## src/rtl/ivr_pkg.sv

```systemverilog
// interrupt request vectoring: shared constants, types and cause layout
// assumes one synchronous system clock and the core's exception logic outside
// Overview of operation
// - vector base offset resets to zero
// - stack pointer at 0x00, reset at 0x04
// - five reset causes enter the reset vector
// - watchdog overflow gives reset or nmi, selectable
// - bus, undefined, unaligned errors raise hard fault
// - reset, nmi, hard fault fixed at -3,-2,-1
// - configurable priority 0..192, lower wins
// - svc, pendable_service_exception, system_tick_exception priorities configurable
// - request lines map to numbers 16..45
// - line 0 carries dma completion or error
// - lines 19 and 27 are shared
// - flag and enable per cause
// - flag sets on event, cleared per peripheral
// - request only while flag and enable
// - enabling a set flag requests immediately
// - watchdog nmi outranks all but reset, never masked
package ivr_pkg;
   localparam int          NUM_LINES      = 30;
   localparam int          MAX_CAUSES     = 16;
   localparam int          NUM_EXC        = 48;
   localparam logic [5:0]  EXC_RESET      = 6'h01;
   localparam logic [5:0]  EXC_NMI        = 6'h02;
   localparam logic [5:0]  EXC_HARD_FAULT = 6'h03;
   localparam logic [5:0]  EXC_SVC        = 6'h0b;
   localparam logic [5:0]  EXC_PENDABLE_SERVICE_EXCEPTION     = 6'h0e;
   localparam logic [5:0]  EXC_SYSTEM_TICK_EXCEPTION    = 6'h0f;
   localparam logic [5:0]  EXC_IRQ_BASE   = 6'h10;
   localparam logic [5:0]  EXC_IRQ_LAST   = 6'h2d;
   localparam logic [31:0] VBO_RESET      = 32'h0000_0000;
   localparam logic [31:0] OFS_SP         = 32'h0000_0000;
   localparam logic [1:0]  SLOT_SHIFT     = 2'h2;
   localparam logic [7:0]  PRIO_MAX       = 8'hc0;
   localparam logic [2:0]  KEY_RESET      = 3'h0;
   localparam logic [2:0]  KEY_NMI        = 3'h1;
   localparam logic [2:0]  KEY_HARD_FAULT = 3'h2;
   localparam logic [2:0]  KEY_CFG_BASE   = 3'h3;
   localparam logic [2:0]  KEY_IDLE       = 3'h7;
   localparam int          LINE_SHARED_A  = 19;
   localparam int          LINE_SHARED_B  = 27;
   localparam int          SHARED_A_SPLIT = 7;
   localparam int          SHARED_B_SPLIT = 4;
   // implemented causes per request line, index is the line number
   localparam logic [4:0] LINE_CAUSES [NUM_LINES] = '{
      5'h02, 5'h01, 5'h10, 5'h10, 5'h10, 5'h06, 5'h0d, 5'h03, 5'h02, 5'h07,
      5'h01, 5'h04, 5'h08, 5'h04, 5'h04, 5'h07, 5'h01, 5'h04, 5'h08, 5'h08,
      5'h01, 5'h04, 5'h01, 5'h01, 5'h01, 5'h05, 5'h02, 5'h05, 5'h08, 5'h02};

   typedef logic [MAX_CAUSES-1:0] ivr_cause_t;
   typedef logic [2:0]            ivr_key_t;

   typedef enum logic [1:0] {IVR_IDLE, IVR_TAKEN} ivr_state_e;

   typedef struct packed {
      logic pin_low;
      logic power_on;
      logic key;
      logic wdt_overflow;
      logic supply_detect;
   } ivr_rst_src_s;

   typedef struct packed {
      logic bus_error;
      logic undef_instr;
      logic unaligned;
   } ivr_fault_s;

   typedef struct packed {
      logic [5:0]  num;
      logic [31:0] addr;
   } ivr_vec_s;

   function automatic ivr_cause_t cause_mask(input logic [4:0] cnt);
      ivr_cause_t m;
      m = '0;
      for (int i = 0; i < MAX_CAUSES; i++)
      begin
         if (i < int'(cnt))
            m[i] = 1'b1;
      end
      return m;
   endfunction
endpackage

```

## src/rtl/ivr_line_flags.sv

```systemverilog
// interrupt request vectoring: flags and level of one request line
// assumes set, clear and enable come from the owning peripherals synchronously
`timescale 1ns/100ps
module ivr_line_flags
   import ivr_pkg::*;
#(
   parameter logic [4:0] CAUSES = 5'h01
)
(
   input  wire logic       i_clk,    // system clock
   input  wire logic       i_rstn,   // async reset, active low
   input  wire ivr_cause_t i_set,    // cause event pulses
   input  wire ivr_cause_t i_clr,    // per-cause clear pulses
   input  wire ivr_cause_t i_en,     // per-cause enable bits
   output      ivr_cause_t o_flag,   // sticky cause flags
   output      logic       o_level   // combined request level
);
   ivr_cause_t flag_r;
   ivr_cause_t flag_nxt;

   // unimplemented slots never hold a flag
   always_comb
   begin
      flag_nxt = ((flag_r & ~i_clr) | i_set) & cause_mask(CAUSES);
   end

   always_ff @(posedge i_clk or negedge i_rstn)
   begin
      if (!i_rstn)
         flag_r <= '0;
      else
         flag_r <= flag_nxt;
   end

   assign o_flag  = flag_r;
   assign o_level = |(flag_r & i_en);
endmodule

```

## src/rtl/ivr_prio_pick.sv

```systemverilog
// interrupt request vectoring: picks the most urgent pending exception
// assumes keys are ranks, lower key wins, ties go to the lower number
`timescale 1ns/100ps
module ivr_prio_pick
   import ivr_pkg::*;
(
   input  wire ivr_key_t   i_key [NUM_EXC], // rank per exception number
   output      logic       o_vld,           // something is pending
   output      logic [5:0] o_num            // winning exception number
);
   ivr_key_t best;

   always_comb
   begin
      best  = KEY_IDLE;
      o_num = '0;
      for (int i = 0; i < NUM_EXC; i++)
      begin
         if (i_key[i] < best)
         begin
            best  = i_key[i];
            o_num = 6'(i);
         end
      end
      o_vld = (best != KEY_IDLE);
   end
endmodule

```

## src/rtl/ivr_top.sv

```systemverilog
// interrupt request vectoring: cause flags, request lines, fixed exceptions,
// vector base offset and selection of the most urgent exception
// assumes every input is synchronous to i_clk; the core acknowledges the nmi
// and hard fault with one-cycle pulses and writes the vector base offset here
`timescale 1ns/100ps
module ivr_top
   import ivr_pkg::*;
(
   input  wire logic         i_clk,                     // system clock, 40 mhz
   input  wire logic         i_rstn,                    // async reset, active low
   input  wire ivr_cause_t   i_cause_set [NUM_LINES],   // cause events per line
   input  wire ivr_cause_t   i_cause_clr [NUM_LINES],   // cause clears per line
   input  wire ivr_cause_t   i_cause_en  [NUM_LINES],   // cause enables per line
   input  wire logic [7:0]   i_line_prio [NUM_LINES],   // priority per line
   input  wire ivr_rst_src_s i_rst_src,                 // reset causes, levels
   input  wire logic         i_wdt_nmi_sel,             // watchdog gives nmi
   input  wire ivr_fault_s   i_fault,                   // fault event pulses
   input  wire logic         i_svc_pend,                // supervisor call pending
   input  wire logic         i_pendable_service_exception_pend,             // pendable service pending
   input  wire logic         i_system_tick_exception_pend,            // system tick pending
   input  wire logic [7:0]   i_svc_prio,                // supervisor call priority
   input  wire logic [7:0]   i_pendable_service_exception_prio,             // pendable service priority
   input  wire logic [7:0]   i_system_tick_exception_prio,            // system tick priority
   input  wire logic         i_nmi_ack,                 // core took the nmi
   input  wire logic         i_hard_fault_ack,          // core took the hard fault
   input  wire logic         i_vbo_wr,                  // base offset write strobe
   input  wire logic [31:0]  i_vbo_wdata,               // base offset write data
   output      logic [29:0]  o_irq_line,                // request line levels
   output      logic         o_reset_req,               // reset request level
   output      logic         o_nmi,                     // nmi pending
   output      logic         o_hard_fault,              // hard fault pending
   output      logic [31:0]  o_vector_base_offset,      // current base offset
   output      logic [31:0]  o_sp_vec_addr,             // stack pointer slot
   output      logic         o_exc_vld,                 // an exception is pending
   output      ivr_vec_s     o_exc                      // winner and its slot
);
   logic [29:0]  line_level;
   ivr_cause_t   line_flag [NUM_LINES];
   ivr_cause_t   part_a;
   ivr_cause_t   part_b;
   ivr_key_t     key [NUM_EXC];
   logic         pick_vld;
   logic [5:0]   pick_num;
   logic         wdt_reset;
   logic         wdt_nmi;
   logic         fault_any;
   logic [29:0]  irq_line_r;
   logic         reset_req_r;
   logic         nmi_r;
   logic         nmi_nxt;
   logic         hard_fault_r;
   logic         hard_fault_nxt;
   logic [31:0]  vbo_r;
   logic [31:0]  sp_vec_addr_r;
   logic         exc_vld_r;
   ivr_vec_s     exc_r;
   ivr_vec_s     exc_nxt;
   ivr_state_e   state_r;
   ivr_state_e   state_nxt;

   // a priority above the top level is taken as the top level; only the
   // upper two bits count, so steps are 0, 64, 128 and 192
   function automatic ivr_key_t cfg_key(input logic pend, input logic [7:0] prio);
      logic [7:0] p;
      p = (prio > PRIO_MAX) ? PRIO_MAX : prio;
      if (!pend)
         return KEY_IDLE;
      return KEY_CFG_BASE + {1'b0, p[7:6]};
   endfunction

   function automatic logic [31:0] slot_addr(input logic [31:0] base,
                                             input logic [5:0]  num);
      return base + (32'(num) << SLOT_SHIFT);
   endfunction

   // one flag block per request line
   genvar g;
   generate
      for (g = 0; g < NUM_LINES; g++)
      begin : g_line
         ivr_line_flags #(
            .CAUSES (LINE_CAUSES[g])
         ) u_flags (
            .i_clk   (i_clk),
            .i_rstn  (i_rstn),
            .i_set   (i_cause_set[g]),
            .i_clr   (i_cause_clr[g]),
            .i_en    (i_cause_en[g]),
            .o_flag  (line_flag[g]),
            .o_level (line_level[g])
         );
      end
   endgenerate

   // shared lines: low slots belong to the serial unit, high to the timer;
   // the split is kept visible so either peripheral alone raises the line
   always_comb
   begin
      part_a = line_flag[LINE_SHARED_A] & i_cause_en[LINE_SHARED_A];
      part_b = line_flag[LINE_SHARED_B] & i_cause_en[LINE_SHARED_B];
   end

   // request lines are registered so the core sees clean levels
   always_ff @(posedge i_clk or negedge i_rstn)
   begin
      if (!i_rstn)
         irq_line_r <= '0;
      else
      begin
         irq_line_r <= line_level;
         irq_line_r[LINE_SHARED_A] <=
            (|part_a[SHARED_A_SPLIT-1:0]) | (|part_a[MAX_CAUSES-1:SHARED_A_SPLIT]);
         irq_line_r[LINE_SHARED_B] <=
            (|part_b[SHARED_B_SPLIT-1:0]) | (|part_b[MAX_CAUSES-1:SHARED_B_SPLIT]);
      end
   end

   // watchdog overflow goes one way only, chosen by the watchdog's setting
   always_comb
   begin
      wdt_reset = i_rst_src.wdt_overflow & ~i_wdt_nmi_sel;
      wdt_nmi   = i_rst_src.wdt_overflow &  i_wdt_nmi_sel;
      fault_any = i_fault.bus_error | i_fault.undef_instr | i_fault.unaligned;
   end

   // reset causes are levels; the request follows them one cycle later
   always_ff @(posedge i_clk or negedge i_rstn)
   begin
      if (!i_rstn)
         reset_req_r <= 1'b0;
      else
         reset_req_r <= i_rst_src.pin_low | i_rst_src.power_on | i_rst_src.key
                        | wdt_reset | i_rst_src.supply_detect;
   end

   // nmi has no mask; a new overflow in the ack cycle wins over the ack
   always_comb
   begin
      nmi_nxt = (nmi_r & ~i_nmi_ack) | wdt_nmi;
   end

   always_ff @(posedge i_clk or negedge i_rstn)
   begin
      if (!i_rstn)
         nmi_r <= 1'b0;
      else
         nmi_r <= nmi_nxt;
   end

   // hard fault stays pending until the core acknowledges it
   always_comb
   begin
      hard_fault_nxt = (hard_fault_r & ~i_hard_fault_ack) | fault_any;
   end

   always_ff @(posedge i_clk or negedge i_rstn)
   begin
      if (!i_rstn)
         hard_fault_r <= 1'b0;
      else
         hard_fault_r <= hard_fault_nxt;
   end

   // base offset; only a full reset restores zero, so reset code must
   // always be reachable at address zero
   always_ff @(posedge i_clk or negedge i_rstn)
   begin
      if (!i_rstn)
         vbo_r <= VBO_RESET;
      else if (i_vbo_wr)
         vbo_r <= i_vbo_wdata;
   end

   always_ff @(posedge i_clk or negedge i_rstn)
   begin
      if (!i_rstn)
         sp_vec_addr_r <= VBO_RESET + OFS_SP;
      else
         sp_vec_addr_r <= vbo_r + OFS_SP;
   end

   // rank every exception number; reserved numbers never pend
   always_comb
   begin
      for (int i = 0; i < NUM_EXC; i++)
         key[i] = KEY_IDLE;
      key[EXC_RESET]      = reset_req_r  ? KEY_RESET      : KEY_IDLE;
      key[EXC_NMI]        = nmi_r        ? KEY_NMI        : KEY_IDLE;
      key[EXC_HARD_FAULT] = hard_fault_r ? KEY_HARD_FAULT : KEY_IDLE;
      key[EXC_SVC]        = cfg_key(i_svc_pend, i_svc_prio);
      key[EXC_PENDABLE_SERVICE_EXCEPTION]     = cfg_key(i_pendable_service_exception_pend, i_pendable_service_exception_prio);
      key[EXC_SYSTEM_TICK_EXCEPTION]    = cfg_key(i_system_tick_exception_pend, i_system_tick_exception_prio);
      for (int l = 0; l < NUM_LINES; l++)
         key[int'(EXC_IRQ_BASE) + l] = cfg_key(irq_line_r[l], i_line_prio[l]);
   end

   ivr_prio_pick u_pick (
      .i_key (key),
      .o_vld (pick_vld),
      .o_num (pick_num)
   );

   // presentation state: idle until something pends, then it follows the
   // winner every cycle so a more urgent arrival replaces the current one
   always_comb
   begin
      state_nxt = state_r;
      case (state_r)
         IVR_IDLE:
         begin
            if (pick_vld)
               state_nxt = IVR_TAKEN;
         end
         IVR_TAKEN:
         begin
            if (!pick_vld)
               state_nxt = IVR_IDLE;
         end
         default:
            state_nxt = IVR_IDLE;
      endcase
   end

   always_ff @(posedge i_clk or negedge i_rstn)
   begin
      if (!i_rstn)
         state_r <= IVR_IDLE;
      else
         state_r <= state_nxt;
   end

   always_comb
   begin
      exc_nxt.num  = pick_vld ? pick_num : 6'h00;
      exc_nxt.addr = pick_vld ? slot_addr(vbo_r, pick_num) : vbo_r;
   end

   always_ff @(posedge i_clk or negedge i_rstn)
   begin
      if (!i_rstn)
      begin
         exc_vld_r <= 1'b0;
         exc_r     <= '0;
      end
      else
      begin
         exc_vld_r <= (state_nxt == IVR_TAKEN);
         exc_r     <= exc_nxt;
      end
   end

   assign o_irq_line           = irq_line_r;
   assign o_reset_req          = reset_req_r;
   assign o_nmi                = nmi_r;
   assign o_hard_fault         = hard_fault_r;
   assign o_vector_base_offset = vbo_r;
   assign o_sp_vec_addr        = sp_vec_addr_r;
   assign o_exc_vld            = exc_vld_r;
   assign o_exc                = exc_r;
endmodule

```

## config.mk

```make
export PLATFORM = sky130hd
export DESIGN_NAME = ivr_top
export DESIGN_NICKNAME = d
export VERILOG_FILES = /design/src/rtl/ivr_pkg.sv /design/src/rtl/ivr_line_flags.sv /design/src/rtl/ivr_prio_pick.sv /design/src/rtl/ivr_top.sv
export SDC_FILE = /design/constraint.sdc
export NUM_CORES = 1
export LEC_CHECK = 0
export BUFFER_PORTS_ARGS = -buffer_cell sky130_fd_sc_hd__buf_4
export CORE_AREA = 2 2 727 729
export CTS_CLUSTER_DIAMETER = 120
export DETAILED_ROUTE_END_ITERATION = 6
export DIE_AREA = 0 0 729 731
export REMOVE_ABC_BUFFERS = 1
export SYNTH_ARGS = -nofsm -noshare
export SYNTH_HDL_FRONTEND = slang
export SYNTH_HIERARCHICAL = 1
export SYNTH_SLANG_ARGS = --single-unit
```

## constraint.sdc

```tcl
create_clock -name i_clk -period 65.2 [get_ports i_clk]
set_input_delay 3.26 -clock i_clk [delete_from_list [all_inputs] [get_ports i_clk]]
set_output_delay 3.26 -clock i_clk [all_outputs]
set_load 0.01 [all_outputs]
```

==> out/results.md <==
| Parameter | This run |
| --- | --- |
| Run status | completed |
| Smallest hold slack | 411.8 ps |
| Final nets | 5035 |
| Total of max-cap violations | 0 |
| Power per cell area | 19.40 mW/mm² |
| Routed vias/inst | 2.013 |
| Cell at the root of the clock tree | sky130_fd_sc_hd__clkbuf_16 |
| Sequential cell area | 0.007407 mm² |
| DR vias | 20427 |
| Number of endpoints failing setup at the final stage | 0 |
| Last weighted congestion value of the routability-driven placer | 0.8313 |
| Growth of design area from synthesis to finish | 88.02% |
| Mean Syn Cell Area | 9.258 µm² |
| Antenna violations before repair | 165 |
| Crit path largest cell delay | 600 ps |
| CP Depth | 328 |
| Leftover overflow at the end of global routing | 0 |
| Bufs on Longest Clock Path | 3 |
| Buffering stage count on the worst path with inverters included | 21 |
| Total Wirelength | 175800 µm |
| Synth Instances | 2130 |
| Vias in the first global route | 18991 |
| Clock period minus final worst setup slack | 61130 ps |
| Std cell rows | 267 |
| Placement-stage cell area | 0.03492 mm² |
| Fraction of layout instances using a drive strength above 1 | 0.3615 |
| Endpoint kind of the worst setup timing path | register |
| Count of buffers inserted at the top-level ports | 824 |
| Endpoint required time on the critical path | 65790 ps |
| Die outline height | 731 µm |
| Highest achievable clock rate | 16.36 MHz |
| Hold violation count in the final report | 0 |
| Multi-input combinational cell area | 0.01155 mm² |
| Largest net degree at the start of global routing | 121 |
| Most used cell, CP | sky130_fd_sc_hd__nor2_1 |
| Wire length per cell after detailed routing | 17.32 µm |
| Worst IR drop on VDD | 0.00002040 V |
| Num CTS Buffers | 47 |
| Clock Sink Count | 296 |
| Clock tree from TritonCTS | yes |
| Crit path launch type | register |
| Gr usage total | 0.06292 |
| Number of cells on the worst reg-to-reg path | 328 |
| Drt first pass iters | 7 |
| Max-Slew Margin vs Limit | 0.3505 |
| Clock latency reported for the late side of the worst-skew pair | 710 ps |
| Top Ports | 1889 |
| Cell type group with the largest total delay on the critical path | compound AO/OA/AOI/OAI gates |
| Remaining antenna violation count after routing | 0 |
| Crit Path Max Fanout | 9 |
| Final standard cell area without fillers | 0.03708 mm² |
| Final max-slew violation count | 0 |
| Synthesis warning total | 6 |
| Clock transition at the registers of the reported paths | 70 ps |
| Type of the tightest min-delay check | register to register |
| Slew at the pin closest to its max-slew limit | 974.2 ps |
| Post-route DRC | 0 |
| Area of the core | 0.5262 mm² |
| Area of the die | 0.5329 mm² |
| Area of the mapped netlist | 0.01972 mm² |
| Starting DRC count in detailed routing | 1258 |
| Hold depth | 0 |
| First-pass GRT wire length | 210300 µm |
| H-tree level count | 2 |
| Final Skew | 34.18 ps |
| Leak pwr | 15.16 nW |
| Critical path start-end classification | register to register |
| Cell with the biggest individual delay on the critical path | sky130_fd_sc_hd__or4_4 |
| DPL Wire Length | 160500 µm |
| Width of the chip | 729 µm |
| Initial Utilization | 0.03748 |
| Final cycle utilization of the critical path | 0.9375 |
| CP Data Arrival Time | 61720 ps |
| Fillers | 61734 |
-- metrics by stage --
step / setup slack [ps] / TNS (ps) / power (mW) / util / cells
2_1_floorplan: 10020 / 0 / 0.3213 / - / 2197
6_report: 4073 / 0 / 0.7194 / 0.07047 / 10147
5_1_grt: -223.7 / -2423 / 0.7645 / 0.07037 / 10126
3_3_place_gp: 769.4 / 0 / 0.4364 / 0.06637 / 10027
4_1_cts: 22.61 / 0 / 0.7309 / 0.06943 / 10114
3_5_place_dp: 325.8 / 0 / 0.4396 / 0.06637 / 10027
-- report_power, final --
group          internal, mW  switching (mW)
Sequential            0.200          0.0196
Combinational        0.0999           0.124
Clock                 0.157           0.119
-- worst paths after layout --
path	from	endpoint	slack (ps)
min	o_vector_base_offset[0]	o_exc[0]	410
max in group asynchronous	i_rstn	g_line[3].u_flags/o_flag[2]	60460
max reg2reg	o_reset_req	o_exc[19]	4070
max	o_reset_req	o_exc[19]	4070
min in group asynchronous	i_rstn	g_line[27].u_flags/o_flag[3]	2670
min reg2reg	o_vector_base_offset[0]	o_exc[0]	410
-- repair_timing --
action	CTS	global route
hold buffers	0	0
setup endpoints to repair	0	37
resized for setup	0	87
setup buffers	0	9
-- flip-flops by register name, summed over array words and instances (netlist names) --
name,flops
o_vector_base_offset,32
o_nmi,1
o_exc_vld,1
o_irq_line,30
o_hard_fault,1
o_sp_vec_addr,30
o_reset_req,1
o_exc,38
g_line.u_flags/o_flag,161
state_r,1
-- layer usage --
metal | global-route usage | part of all wire | up-vias
met5 | 0 | 0.0026 | -
met4 | 0.01122 | 0.021 | 76
met3 | 0.03700 | 0.14 | 314
met2 | 0.09117 | 0.41 | 1084
met1 | 0.08033 | 0.43 | 9635
li1 | - | - | 9318
-- placed cells by master, fill, tap and decap left out, types with 13 or more instances in the layout --
master and n:
sky130_fd_sc_hd__buf_4 843, sky130_fd_sc_hd__inv_1 355, sky130_fd_sc_hd__dfrtp_1 296, sky130_fd_sc_hd__ha_1 188, sky130_fd_sc_hd__nand2_1 165, sky130_fd_sc_hd__a21o_1 156, sky130_fd_sc_hd__nor2_1 139, sky130_fd_sc_hd__conb_1 105
sky130_fd_sc_hd__a21oi_1 61, sky130_fd_sc_hd__o21ai_0 56, sky130_fd_sc_hd__clkbuf_16 48, sky130_fd_sc_hd__mux2_2 42, sky130_fd_sc_hd__a22oi_1 40, sky130_fd_sc_hd__nor3_1 27, sky130_fd_sc_hd__a22o_1 25, sky130_fd_sc_hd__diode_2 24
sky130_fd_sc_hd__a211oi_1 23, sky130_fd_sc_hd__nand3_1 22, sky130_fd_sc_hd__o21bai_1 19, sky130_fd_sc_hd__nand2b_1 19, sky130_fd_sc_hd__and2_1 18, sky130_fd_sc_hd__o211ai_1 17, sky130_fd_sc_hd__nor2b_1 17, sky130_fd_sc_hd__o31a_1 17
sky130_fd_sc_hd__a21o_2 17, sky130_fd_sc_hd__o21a_1 16, sky130_fd_sc_hd__or2_2 16, sky130_fd_sc_hd__xor2_1 15, sky130_fd_sc_hd__nand4_1 15, sky130_fd_sc_hd__or4_1 15, sky130_fd_sc_hd__o21ai_1 13, sky130_fd_sc_hd__and3_1 13
sky130_fd_sc_hd__a221oi_2 13
-- cell type report --
type                    count  share of cell area
clock buffers              59             0.03432
diodes                     24            0.001620
multi-input cells        1545              0.3115
flip-flops and latches    296              0.1998
repair buffers            845              0.1716
well taps                6994              0.2360
inverters                 356             0.03604
clock inverters            28            0.009111
No activity file was read; power rests on OpenSTA's default activity.
